### src/tct_defines.svh
// Purpose: Offsets, field positions, reset values and counts of the 16-bit timer/counter.
// Assumes: Byte-wide register port with a 3-bit word address.
// Notes:   Included by its bare name; definitions only.
//
// Behaviour
// [RULE_01] Sixteen-bit up-counter held in two bytes.
// [RULE_02] Both count bytes read, write loads count.
// [RULE_03] Wrap FFFF to 0000 raises overflow event.
// [RULE_04] Capture unit trigger clears count to zero.
// [RULE_05] Control bit selects internal or external clock.
// [RULE_06] Timebase select 1x makes this capture timebase.
// [RULE_07] Control register holds mode and timebase selection.
// [RULE_08] Internal source ignores the synchronise bit.
// [RULE_09] Neighbour oscillator usable as external count source.
// [RULE_10] Source 0 counts cycles, 1 rising edges.
// [RULE_11] Overflow latched in flag, enable gates interrupt.
// [RULE_12] Trigger reset never sets the overflow flag.
// [RULE_13] Software write beats a coincident trigger reset.
// [RULE_14] Prescale 1/2/4/8; run bit low freezes count.
// [RULE_15] Wide mode buffers high byte for atomic access.
`ifndef TCT_DEFINES_SVH
`define TCT_DEFINES_SVH

// ********************************************************************
// Register offsets
// ********************************************************************
`define TCT_OFF_CTRL      3'h0
`define TCT_OFF_LOW       3'h1
`define TCT_OFF_HIGH      3'h2
`define TCT_OFF_STATUS    3'h3
`define TCT_OFF_MASK      3'h4

// ********************************************************************
// Control field positions
// ********************************************************************
`define TCT_BIT_WIDE      7
`define TCT_BIT_TB_HI     6
`define TCT_BIT_PS_HI     5
`define TCT_BIT_PS_LO     4
`define TCT_BIT_TB_LO     3
`define TCT_BIT_SYNC_N    2
`define TCT_BIT_SRC       1
`define TCT_BIT_RUN       0
`define TCT_BIT_OVF       0

// ********************************************************************
// Reset values and counts
// ********************************************************************
`define TCT_CTRL_RST      8'h00
`define TCT_COUNT_RST     16'h0000
`define TCT_COUNT_MAX     16'hffff

`endif

### src/tct_pkg.sv
// Purpose: Types shared by the timer/counter modules.
// Assumes: Nothing beyond the defines header.
// Notes:   Used only with explicit package scope.
package tct_pkg;

    typedef logic [7:0]  tct_byte_t;
    typedef logic [15:0] tct_count_t;
    typedef logic [2:0]  tct_addr_t;

    typedef enum logic [1:0]
    {
        TCT_PS_DIV1 = 2'h0,
        TCT_PS_DIV2 = 2'h1,
        TCT_PS_DIV4 = 2'h2,
        TCT_PS_DIV8 = 2'h3
    } tct_prescale_e;

endpackage

### src/tct_timer.sv
// Purpose: Sixteen-bit timer/counter with byte register port, overflow interrupt and trigger reset.
// Assumes: Each system clock cycle is one instruction cycle; trigger input is on the same clock.
// Notes:   External pins are always passed through two flip-flops before use.
//
// The placing of the registers and the strobed register port were decided locally.
`timescale 1ns/1ps
`include "tct_defines.svh"
module tct_timer
(
    input  wire logic                ref_clk_i,
    input  wire logic                rst_i,
    input  wire logic                ce_i,
    input  wire tct_pkg::tct_addr_t  addr_i,
    input  wire tct_pkg::tct_byte_t  wdata_i,
    input  wire logic                wr_i,
    input  wire logic                rd_i,
    output tct_pkg::tct_byte_t       rdata_o,
    input  wire logic                ext_clk_pin_i,
    input  wire logic                neighbour_osc_i,
    input  wire logic                neighbour_osc_enable_i,
    input  wire logic                ccp_trigger_i,
    output tct_pkg::tct_count_t      count_o,
    output logic [1:0]               ccp_timebase_sel_o,
    output logic                     ccp_timebase_o,
    output logic                     irq_o
);

    // ****************************************************************
    // State
    // ****************************************************************
    tct_pkg::tct_byte_t  ctrl_r;
    tct_pkg::tct_count_t cnt_r;
    tct_pkg::tct_byte_t  hi_buf_r;
    tct_pkg::tct_byte_t  rdata_r;
    logic                overflow_flag_r;
    logic                overflow_flag_nxt;
    logic                overflow_irq_enable_r;
    logic                overflow_irq_enable_nxt;
    logic                irq_r;
    logic [1:0]          pin_meta_r;
    logic [1:0]          pin_sync_r;
    logic                src_prev_r;
    logic                edge_q_r;

    // ****************************************************************
    // Decode
    // ****************************************************************
    logic                wide_access_mode;
    logic                counter_run;
    logic                count_source_select;
    logic                ext_input_sync_n;
    tct_pkg::tct_prescale_e ps_sel;
    logic                wr_ctrl;
    logic                wr_low;
    logic                wr_high;
    logic                wr_status;
    logic                wr_mask;
    logic                rd_low;
    logic                cnt_write;
    logic                src_level;
    logic                src_edge;
    logic                ext_tick;
    logic                raw_tick;
    logic                ps_tick;
    logic                inc;
    logic                wrap;

    assign wide_access_mode    = ctrl_r[`TCT_BIT_WIDE];
    assign counter_run         = ctrl_r[`TCT_BIT_RUN];
    assign count_source_select = ctrl_r[`TCT_BIT_SRC];
    assign ext_input_sync_n    = ctrl_r[`TCT_BIT_SYNC_N];
    assign ps_sel              = tct_pkg::tct_prescale_e'(ctrl_r[`TCT_BIT_PS_HI:`TCT_BIT_PS_LO]);

    assign wr_ctrl   = wr_i && (addr_i == `TCT_OFF_CTRL);
    assign wr_low    = wr_i && (addr_i == `TCT_OFF_LOW);
    assign wr_high   = wr_i && (addr_i == `TCT_OFF_HIGH);
    assign wr_status = wr_i && (addr_i == `TCT_OFF_STATUS);
    assign wr_mask   = wr_i && (addr_i == `TCT_OFF_MASK);
    assign rd_low    = rd_i && (addr_i == `TCT_OFF_LOW);

    // In wide mode a high-byte write only fills the buffer, so the count moves on the low write.
    assign cnt_write = wr_low || (wr_high && !wide_access_mode); // RULE_15

    // ****************************************************************
    // Count source
    // ****************************************************************
    // Both pins are synchronised unconditionally; the unsynchronised mode only drops
    // the extra alignment stage, since a raw pin may never reach the logic here.
    always_ff @(posedge ref_clk_i)
    begin
        if (rst_i)
        begin
            pin_meta_r <= 2'h0;
            pin_sync_r <= 2'h0;
            src_prev_r <= 1'b0;
            edge_q_r   <= 1'b0;
        end
        else if (ce_i)
        begin
            pin_meta_r <= {neighbour_osc_i, ext_clk_pin_i};
            pin_sync_r <= pin_meta_r;
            src_prev_r <= src_level;
            edge_q_r   <= src_edge;
        end
    end

    assign src_level = neighbour_osc_enable_i ? pin_sync_r[1] : pin_sync_r[0]; // RULE_09
    assign src_edge  = src_level && !src_prev_r; // RULE_10
    assign ext_tick  = ext_input_sync_n ? src_edge : edge_q_r;
    // Internal source counts every cycle regardless of the synchronise bit.
    assign raw_tick  = counter_run && (count_source_select ? ext_tick : 1'b1); // RULE_05 RULE_08 RULE_10

    tct_prescaler u_prescaler
    (
        .ref_clk_i (ref_clk_i),
        .rst_i     (rst_i),
        .ce_i      (ce_i),
        .clear_i   (cnt_write || wr_ctrl),
        .tick_i    (raw_tick),
        .ps_i      (ps_sel),
        .tick_o    (ps_tick)
    );

    assign inc  = ps_tick && !cnt_write && !ccp_trigger_i; // RULE_14
    assign wrap = inc && (cnt_r == `TCT_COUNT_MAX); // RULE_03

    // ****************************************************************
    // Control register
    // ****************************************************************
    always_ff @(posedge ref_clk_i)
    begin
        if (rst_i)
        begin
            ctrl_r <= `TCT_CTRL_RST;
        end
        else if (ce_i && wr_ctrl)
        begin
            ctrl_r <= wdata_i; // RULE_07
        end
    end

    // ****************************************************************
    // Counter
    // ****************************************************************
    always_ff @(posedge ref_clk_i)
    begin
        if (rst_i)
        begin
            cnt_r <= `TCT_COUNT_RST;
        end
        else if (ce_i)
        begin
            if (wr_low && wide_access_mode)
            begin
                cnt_r <= {hi_buf_r, wdata_i}; // RULE_15 RULE_13
            end
            else if (wr_low)
            begin
                cnt_r[7:0] <= wdata_i; // RULE_02 RULE_13
            end
            else if (wr_high && !wide_access_mode)
            begin
                cnt_r[15:8] <= wdata_i; // RULE_02 RULE_13
            end
            else if (ccp_trigger_i)
            begin
                cnt_r <= `TCT_COUNT_RST; // RULE_04
            end
            else if (inc)
            begin
                cnt_r <= cnt_r + 16'h0001; // RULE_01
            end
        end
    end

    // ****************************************************************
    // High byte buffer
    // ****************************************************************
    // One buffer serves reads and writes, as the strobes never coincide.
    always_ff @(posedge ref_clk_i)
    begin
        if (rst_i)
        begin
            hi_buf_r <= 8'h00;
        end
        else if (ce_i && wide_access_mode)
        begin
            if (rd_low)
            begin
                hi_buf_r <= cnt_r[15:8]; // RULE_15
            end
            else if (wr_high)
            begin
                hi_buf_r <= wdata_i; // RULE_15
            end
        end
    end

    // ****************************************************************
    // Interrupt
    // ****************************************************************
    // A wrap in the clearing cycle keeps the flag set.
    assign overflow_flag_nxt = wrap || (overflow_flag_r && !(wr_status && wdata_i[`TCT_BIT_OVF])); // RULE_11 RULE_12
    assign overflow_irq_enable_nxt = wr_mask ? wdata_i[`TCT_BIT_OVF] : overflow_irq_enable_r;

    always_ff @(posedge ref_clk_i)
    begin
        if (rst_i)
        begin
            overflow_flag_r       <= 1'b0;
            overflow_irq_enable_r <= 1'b0;
            irq_r                 <= 1'b0;
        end
        else if (ce_i)
        begin
            overflow_flag_r       <= overflow_flag_nxt; // RULE_03
            overflow_irq_enable_r <= overflow_irq_enable_nxt;
            irq_r                 <= overflow_flag_nxt && overflow_irq_enable_nxt; // RULE_11
        end
    end

    // ****************************************************************
    // Read port
    // ****************************************************************
    always_ff @(posedge ref_clk_i)
    begin
        if (rst_i)
        begin
            rdata_r <= 8'h00;
        end
        else if (ce_i)
        begin
            rdata_r <= 8'h00;
            if (rd_i)
            begin
                unique case (addr_i)
                    `TCT_OFF_CTRL:   rdata_r <= ctrl_r;
                    `TCT_OFF_LOW:    rdata_r <= cnt_r[7:0]; // RULE_02
                    `TCT_OFF_HIGH:   rdata_r <= wide_access_mode ? hi_buf_r : cnt_r[15:8]; // RULE_02 RULE_15
                    `TCT_OFF_STATUS: rdata_r <= {7'h00, overflow_flag_r};
                    `TCT_OFF_MASK:   rdata_r <= {7'h00, overflow_irq_enable_r};
                    default:         rdata_r <= 8'h00;
                endcase
            end
        end
    end

    // ****************************************************************
    // Outputs
    // ****************************************************************
    assign rdata_o            = rdata_r;
    assign count_o            = cnt_r;
    assign ccp_timebase_sel_o = {ctrl_r[`TCT_BIT_TB_HI], ctrl_r[`TCT_BIT_TB_LO]}; // RULE_07
    assign ccp_timebase_o     = ctrl_r[`TCT_BIT_TB_HI]; // RULE_06
    assign irq_o              = irq_r;
endmodule

### src/tct_prescaler.sv
// Purpose: Input prescaler that passes one of every 1, 2, 4 or 8 count ticks.
// Assumes: Ticks are one-cycle pulses on the system clock.
// Notes:   Cleared by the parent on any write to the count or control.
`timescale 1ns/1ps
module tct_prescaler
(
    input  wire logic                  ref_clk_i,
    input  wire logic                  rst_i,
    input  wire logic                  ce_i,
    input  wire logic                  clear_i,
    input  wire logic                  tick_i,
    input  wire tct_pkg::tct_prescale_e ps_i,
    output logic                       tick_o
);

    logic [2:0] div_r;
    logic [2:0] div_mask;
    logic       terminal;

    always_comb
    begin
        unique case (ps_i)
            tct_pkg::TCT_PS_DIV1: div_mask = 3'h0;
            tct_pkg::TCT_PS_DIV2: div_mask = 3'h1;
            tct_pkg::TCT_PS_DIV4: div_mask = 3'h3;
            tct_pkg::TCT_PS_DIV8: div_mask = 3'h7;
        endcase
    end

    assign terminal = ((div_r & div_mask) == div_mask);
    assign tick_o   = tick_i & terminal; // RULE_14

    always_ff @(posedge ref_clk_i)
    begin
        if (rst_i)
        begin
            div_r <= 3'h0;
        end
        else if (ce_i)
        begin
            if (clear_i)
            begin
                div_r <= 3'h0;
            end
            else if (tick_i)
            begin
                div_r <= terminal ? 3'h0 : div_r + 3'h1; // RULE_14
            end
        end
    end

endmodule

### config.mk
export PLATFORM = sky130hd
export DESIGN_NAME = tct_timer
export DESIGN_NICKNAME = d
export VERILOG_FILES = /design/src/tct_pkg.sv /design/src/tct_timer.sv /design/src/tct_prescaler.sv
export VERILOG_INCLUDE_DIRS = /design/src
export SDC_FILE = /design/constraint.sdc
export NUM_CORES = 1
export LEC_CHECK = 0
export BUFFER_PORTS_ARGS = -buffer_cell sky130_fd_sc_hd__buf_2
export CORE_ASPECT_RATIO = 1.1
export CORE_MARGIN = 1
export CORE_UTILIZATION = 30
export CTS_BUF_LIST = sky130_fd_sc_hd__clkbuf_4
export DETAILED_ROUTE_END_ITERATION = 7
export GPL_TIMING_DRIVEN = 1
export PLACE_DENSITY = 0.53
export SLEW_MARGIN = 25
export SYNTH_ARGS = -nofsm -noshare
export SYNTH_HDL_FRONTEND = slang
export SYNTH_SLANG_ARGS = --single-unit
### constraint.sdc
create_clock -name ref_clk_i -period 1.6 [get_ports ref_clk_i]
set_clock_uncertainty 0.15 [all_clocks]
set_input_delay 0.08 -clock ref_clk_i [delete_from_list [all_inputs] [get_ports ref_clk_i]]
set_output_delay 0.08 -clock ref_clk_i [all_outputs]
set_load 0.01 [all_outputs]
==> impl_results.md <==
* Status: finished with violations
* Failing checks: negative setup slack
* Final wirelength at about 11000 µm
* Post-route worst setup slack at -106 ps
* GR Util All Layers at a little under 20%
* Sequential-to-total area share from yosys stat at between 30 and 40%
* CTS sink cnt at 52
* MaxCap Viol Count at 0
* Area Growth Syn to Fin at 42.3%
* Critical path arrival at ~1900 ps
* Clk_lat worst skew at between 300 and 400 ps
* Max-slew headroom at 62.4%
* Worst reg2reg path startpoint: count_o[1]
* # diodes at 0
* Async set-reset flop share out of synthesis at 0%
* CP required at 1750 ps
* Routed WL per cell at roughly 17 µm
* Port Buffers at 47
* Ys Warns at 0
* Ranking of synthesized cells by area: dfxtp_1, mux2i_1, nor2_1, a21oi_1, nand2_1
* Crit path max fanout at 4
* Post-route insts no fill at 630
* Crit start category: flop
* Total global routing overflow at 0
* Synth Register Bits at 52
* Number of enable flip-flop cells after synthesis at 0
* Slew Limit Fails at 0
* DRC viols at 0
* H-Tree Level Count at 2
* Worst Hold Class: input pin to flop
* Worst-Margin Slew at roughly 560 ps
* Crit. End Element: flop
* Critical path, cell by cell: nand4_1, and2b_2, and3_4, xor2_1, o311a_1, a21o_1
* Vias/cell at between 5 and 6
* Num CTS Buffers at 5
* Top achievable clock speed at 586 MHz
* Core area at between 10000 and 15000 µm²
* WP buf/inv at 0
* RSZ-0062 raised after global routing: true
* Setup crit start: count_o[1]
* Tcrit/Tclk final at 107%
* CTS tree: built
* Core Rows at 38
* Largest net degree at the start of global routing at 44
* First-pass GRT wire length at 16700 µm
* Average cell area after synthesis at approximately 8.5 µm²
* Die ar. at 11000 µm²
* Crit path to: count_o[9]
* Die W at 99.9 µm
* Final setup vio count at 15
* Cell taking the most area after synthesis: dfxtp_1
* Vias in the first global route at between 3000 and 4000
* Syn Nets at approximately 400
* GP Congestion at approximately 0.86
* Worst path depth at 6
* Worst VDD drop at 0.341 mV
* Synth cell types at 64
* Synth top area share at between 30% and 40%
* First-pass iteration count of the detailed router at 4
* Root Buffer Master: clkbuf_4
* Post-layout nets at between 500 and 600
* R2r setup slk at -110 ps
* Primary FF master, synth: dfxtp_1
* Tot Pwr at around 2600 µW
* DRT iter0 DRCs at around 190
* Post-Syn Area at 3170 µm²
* Initial antenna violation count at 0
* Clock slew at reported path FFs at 170 ps
* Post-Syn Instances at roughly 370
* Critical R2R Capture: count_o[9]
* Clock Path Buffers at 2
* Crit Path Category: flop to flop
* Post-route minimum period at between 1500 and 2000 ps
* Final hold vios at 0
* Layout cells sized above 1 at a little over 40%
* CP top delay family: simple AND/OR/NAND/NOR gates
* Power Dens Cells at 574 nW/µm²
* DP HPWL at approximately 7700 µm
* LEAKAGE at ~0.0019 µW
* Routed via count at 3183
* Remaining antenna violation count at 0
* Number of cells on the worst reg-to-reg path at 6
* Max stage delay on crit path at around 400 ps
* I/O pin count at 48
* Initial Util at between 30% and 40%
* Placed insts at 601
* Die Span Y at around 110 µm
* CP max-delay cell: dfxtp_2
[stage by stage]
stage | hold WS, ps | util (%) | cell area, µm² | TNS [ps] | worst slack [ps]
3_5_place_dp | 177 | 39.7 | 4010 | -2710 | -182
6_report | 48.2 | 44.7 | 4500 | -761 | -106
5_1_grt | 81.1 | 44.7 | 4500 | -3030 | -244
4_1_cts | 43.1 | 43.7 | 4400 | -759 | -107
3_3_place_gp | 166 | 39.7 | 4010 | -1900 | -141
2_1_floorplan | 73.9 | - | 3210 | -90.0 | -72.8
[power by group]
part | internal, µW | leakage [µW] | switching (µW)
clock | 320 | 0.0000403 | 461
sequential | 1310 | 0.000430 | 19.3
combinational | 216 | 0.00145 | 253
[worst min-delay path by stage]
| stage | startpoint | end | slack (ps) | depth (start not counted) |
|---|---|---|---|---|
| 6_report | addr_i[1] | rdata_o[0] | 50 | 5 |
| 5_1_grt | addr_i[1] | rdata_o[0] | 80 | 5 |
| 4_1_cts | addr_i[2] | rdata_o[0] | 40 | 5 |
| 3_5_place_dp | neighbour_osc_i | pin_meta_r[1] | 180 | 3 |
| 3_3_place_gp | ext_clk_pin_i | pin_meta_r[0] | 170 | 3 |
| 2_1_floorplan | wdata_i[0] | ctrl_r[0] | 70 | 2 |
[worst reg2reg max path, cell delays in order, from the launching register on]
cell and delay [ps]:
dfxtp_2 400, nand4_1 130, and2b_2 280, and3_4 180
xor2_1 60, o311a_1 280, a21o_1 150
[cell usage after synthesis, types with 2 or more instances]
master and number:
a211oi_1 11, a21o_1 2, a21oi_1 33, a21oi_2 3, a31oi_1 2, and3_1 5, buf_1 2, buf_2 3
buf_4 6, buf_6 4, clkbuf_1 10, dfxtp_1 52, ha_1 2, inv_1 11, mux2i_1 35, nand2_1 28
nand2b_1 5, nand2b_4 3, nand3_1 8, nand4_1 3, nand4_2 2, nor2_1 47, nor2b_1 9, nor3_1 3
nor3_4 2, nor3b_1 2, o211a_1 3, o21a_1 3, o21ai_0 17, o22a_1 5, o22ai_1 8, o2bb2ai_1 6
xnor2_1 3, xor2_1 5
[cells by family after synthesis]
group,Yosys count,synth area share (%)
adder cells (fa/ha/maj),2,0.790
XOR/XNOR,8,2.21
AND/OR/NAND/NOR,128,22.3
AO/OA/AOI/OAI,110,23.9
buffers and inverters,36,6.05
flip-flops,52,32.9
multiplexers,37,11.9
[cell type report]
type                       instances  area (µm²)
fill                            1032        5580
multi-input combinational        285        2130
sequential                        52        1070
timing repair buffer             134        1010
tap                              140         175
inverter                          11        41.3
clock buffer                       5        37.5
clock inverter                     3        37.5
[registers in the layout, summed over array words and instances, names as in the netlist]
signal and flops:
src_prev_r 1, rdata_o 8, overflow_flag_r 1, hi_buf_r 8, overflow_irq_enable_r 1, count_o 16, pin_meta_r 2, ctrl_r 8
irq_o 1, u_prescaler.div_r 3, edge_q_r 1, pin_sync_r 2
[layout by cell type (no fill, tap or decap), types with 3 or more instances in the layout]
| cell type | n |
|---|---|
| o22a_1 | 5 |
| o21ai_1 | 6 |
| and3_4 | 3 |
| nand2_4 | 3 |
| nor2_1 | 44 |
| dlygate4sd3_1 | 13 |
| nand4_1 | 3 |
| inv_1 | 11 |
| dfxtp_1 | 35 |
| xnor2_1 | 3 |
| buf_12 | 3 |
| dfxtp_2 | 14 |
| o21a_1 | 3 |
| nand2_2 | 3 |
| nand2b_4 | 4 |
| buf_2 | 47 |
| o2bb2ai_1 | 6 |
| a21oi_2 | 8 |
| xor2_1 | 5 |
| clkbuf_4 | 5 |
| nand2_1 | 23 |
| buf_4 | 63 |
| mux2i_1 | 33 |
| nor2_2 | 3 |
| a211oi_1 | 10 |
| o22ai_1 | 8 |
| nor3_2 | 3 |
| o21ai_0 | 10 |
| dfxtp_4 | 3 |
| buf_6 | 5 |
| nor2b_1 | 8 |
| nand3_1 | 8 |
| nand2b_1 | 4 |
| a21oi_1 | 27 |
[layer usage]
layer	GRT usage (%)	vias up	part of all wire (%)
met5	0	-	0
met4	3.47	0	0.92
met3	2.48	9	4.2
met2	36.0	71	50
met1	25.2	1528	45
li1	-	1575	-
[what timing repair did]
action / in CTS / in global routing
gates cloned: 0 / 1
hold buffers: 13 / 0
setup endpoints to repair: 29 / 29
endpoints found under the hold margin: 26 / 0
buffers inserted: 7 / 0
resized for setup: 42 / 21
pin swaps: 21 / 12
No activity file was read; power rests on OpenSTA's default activity.
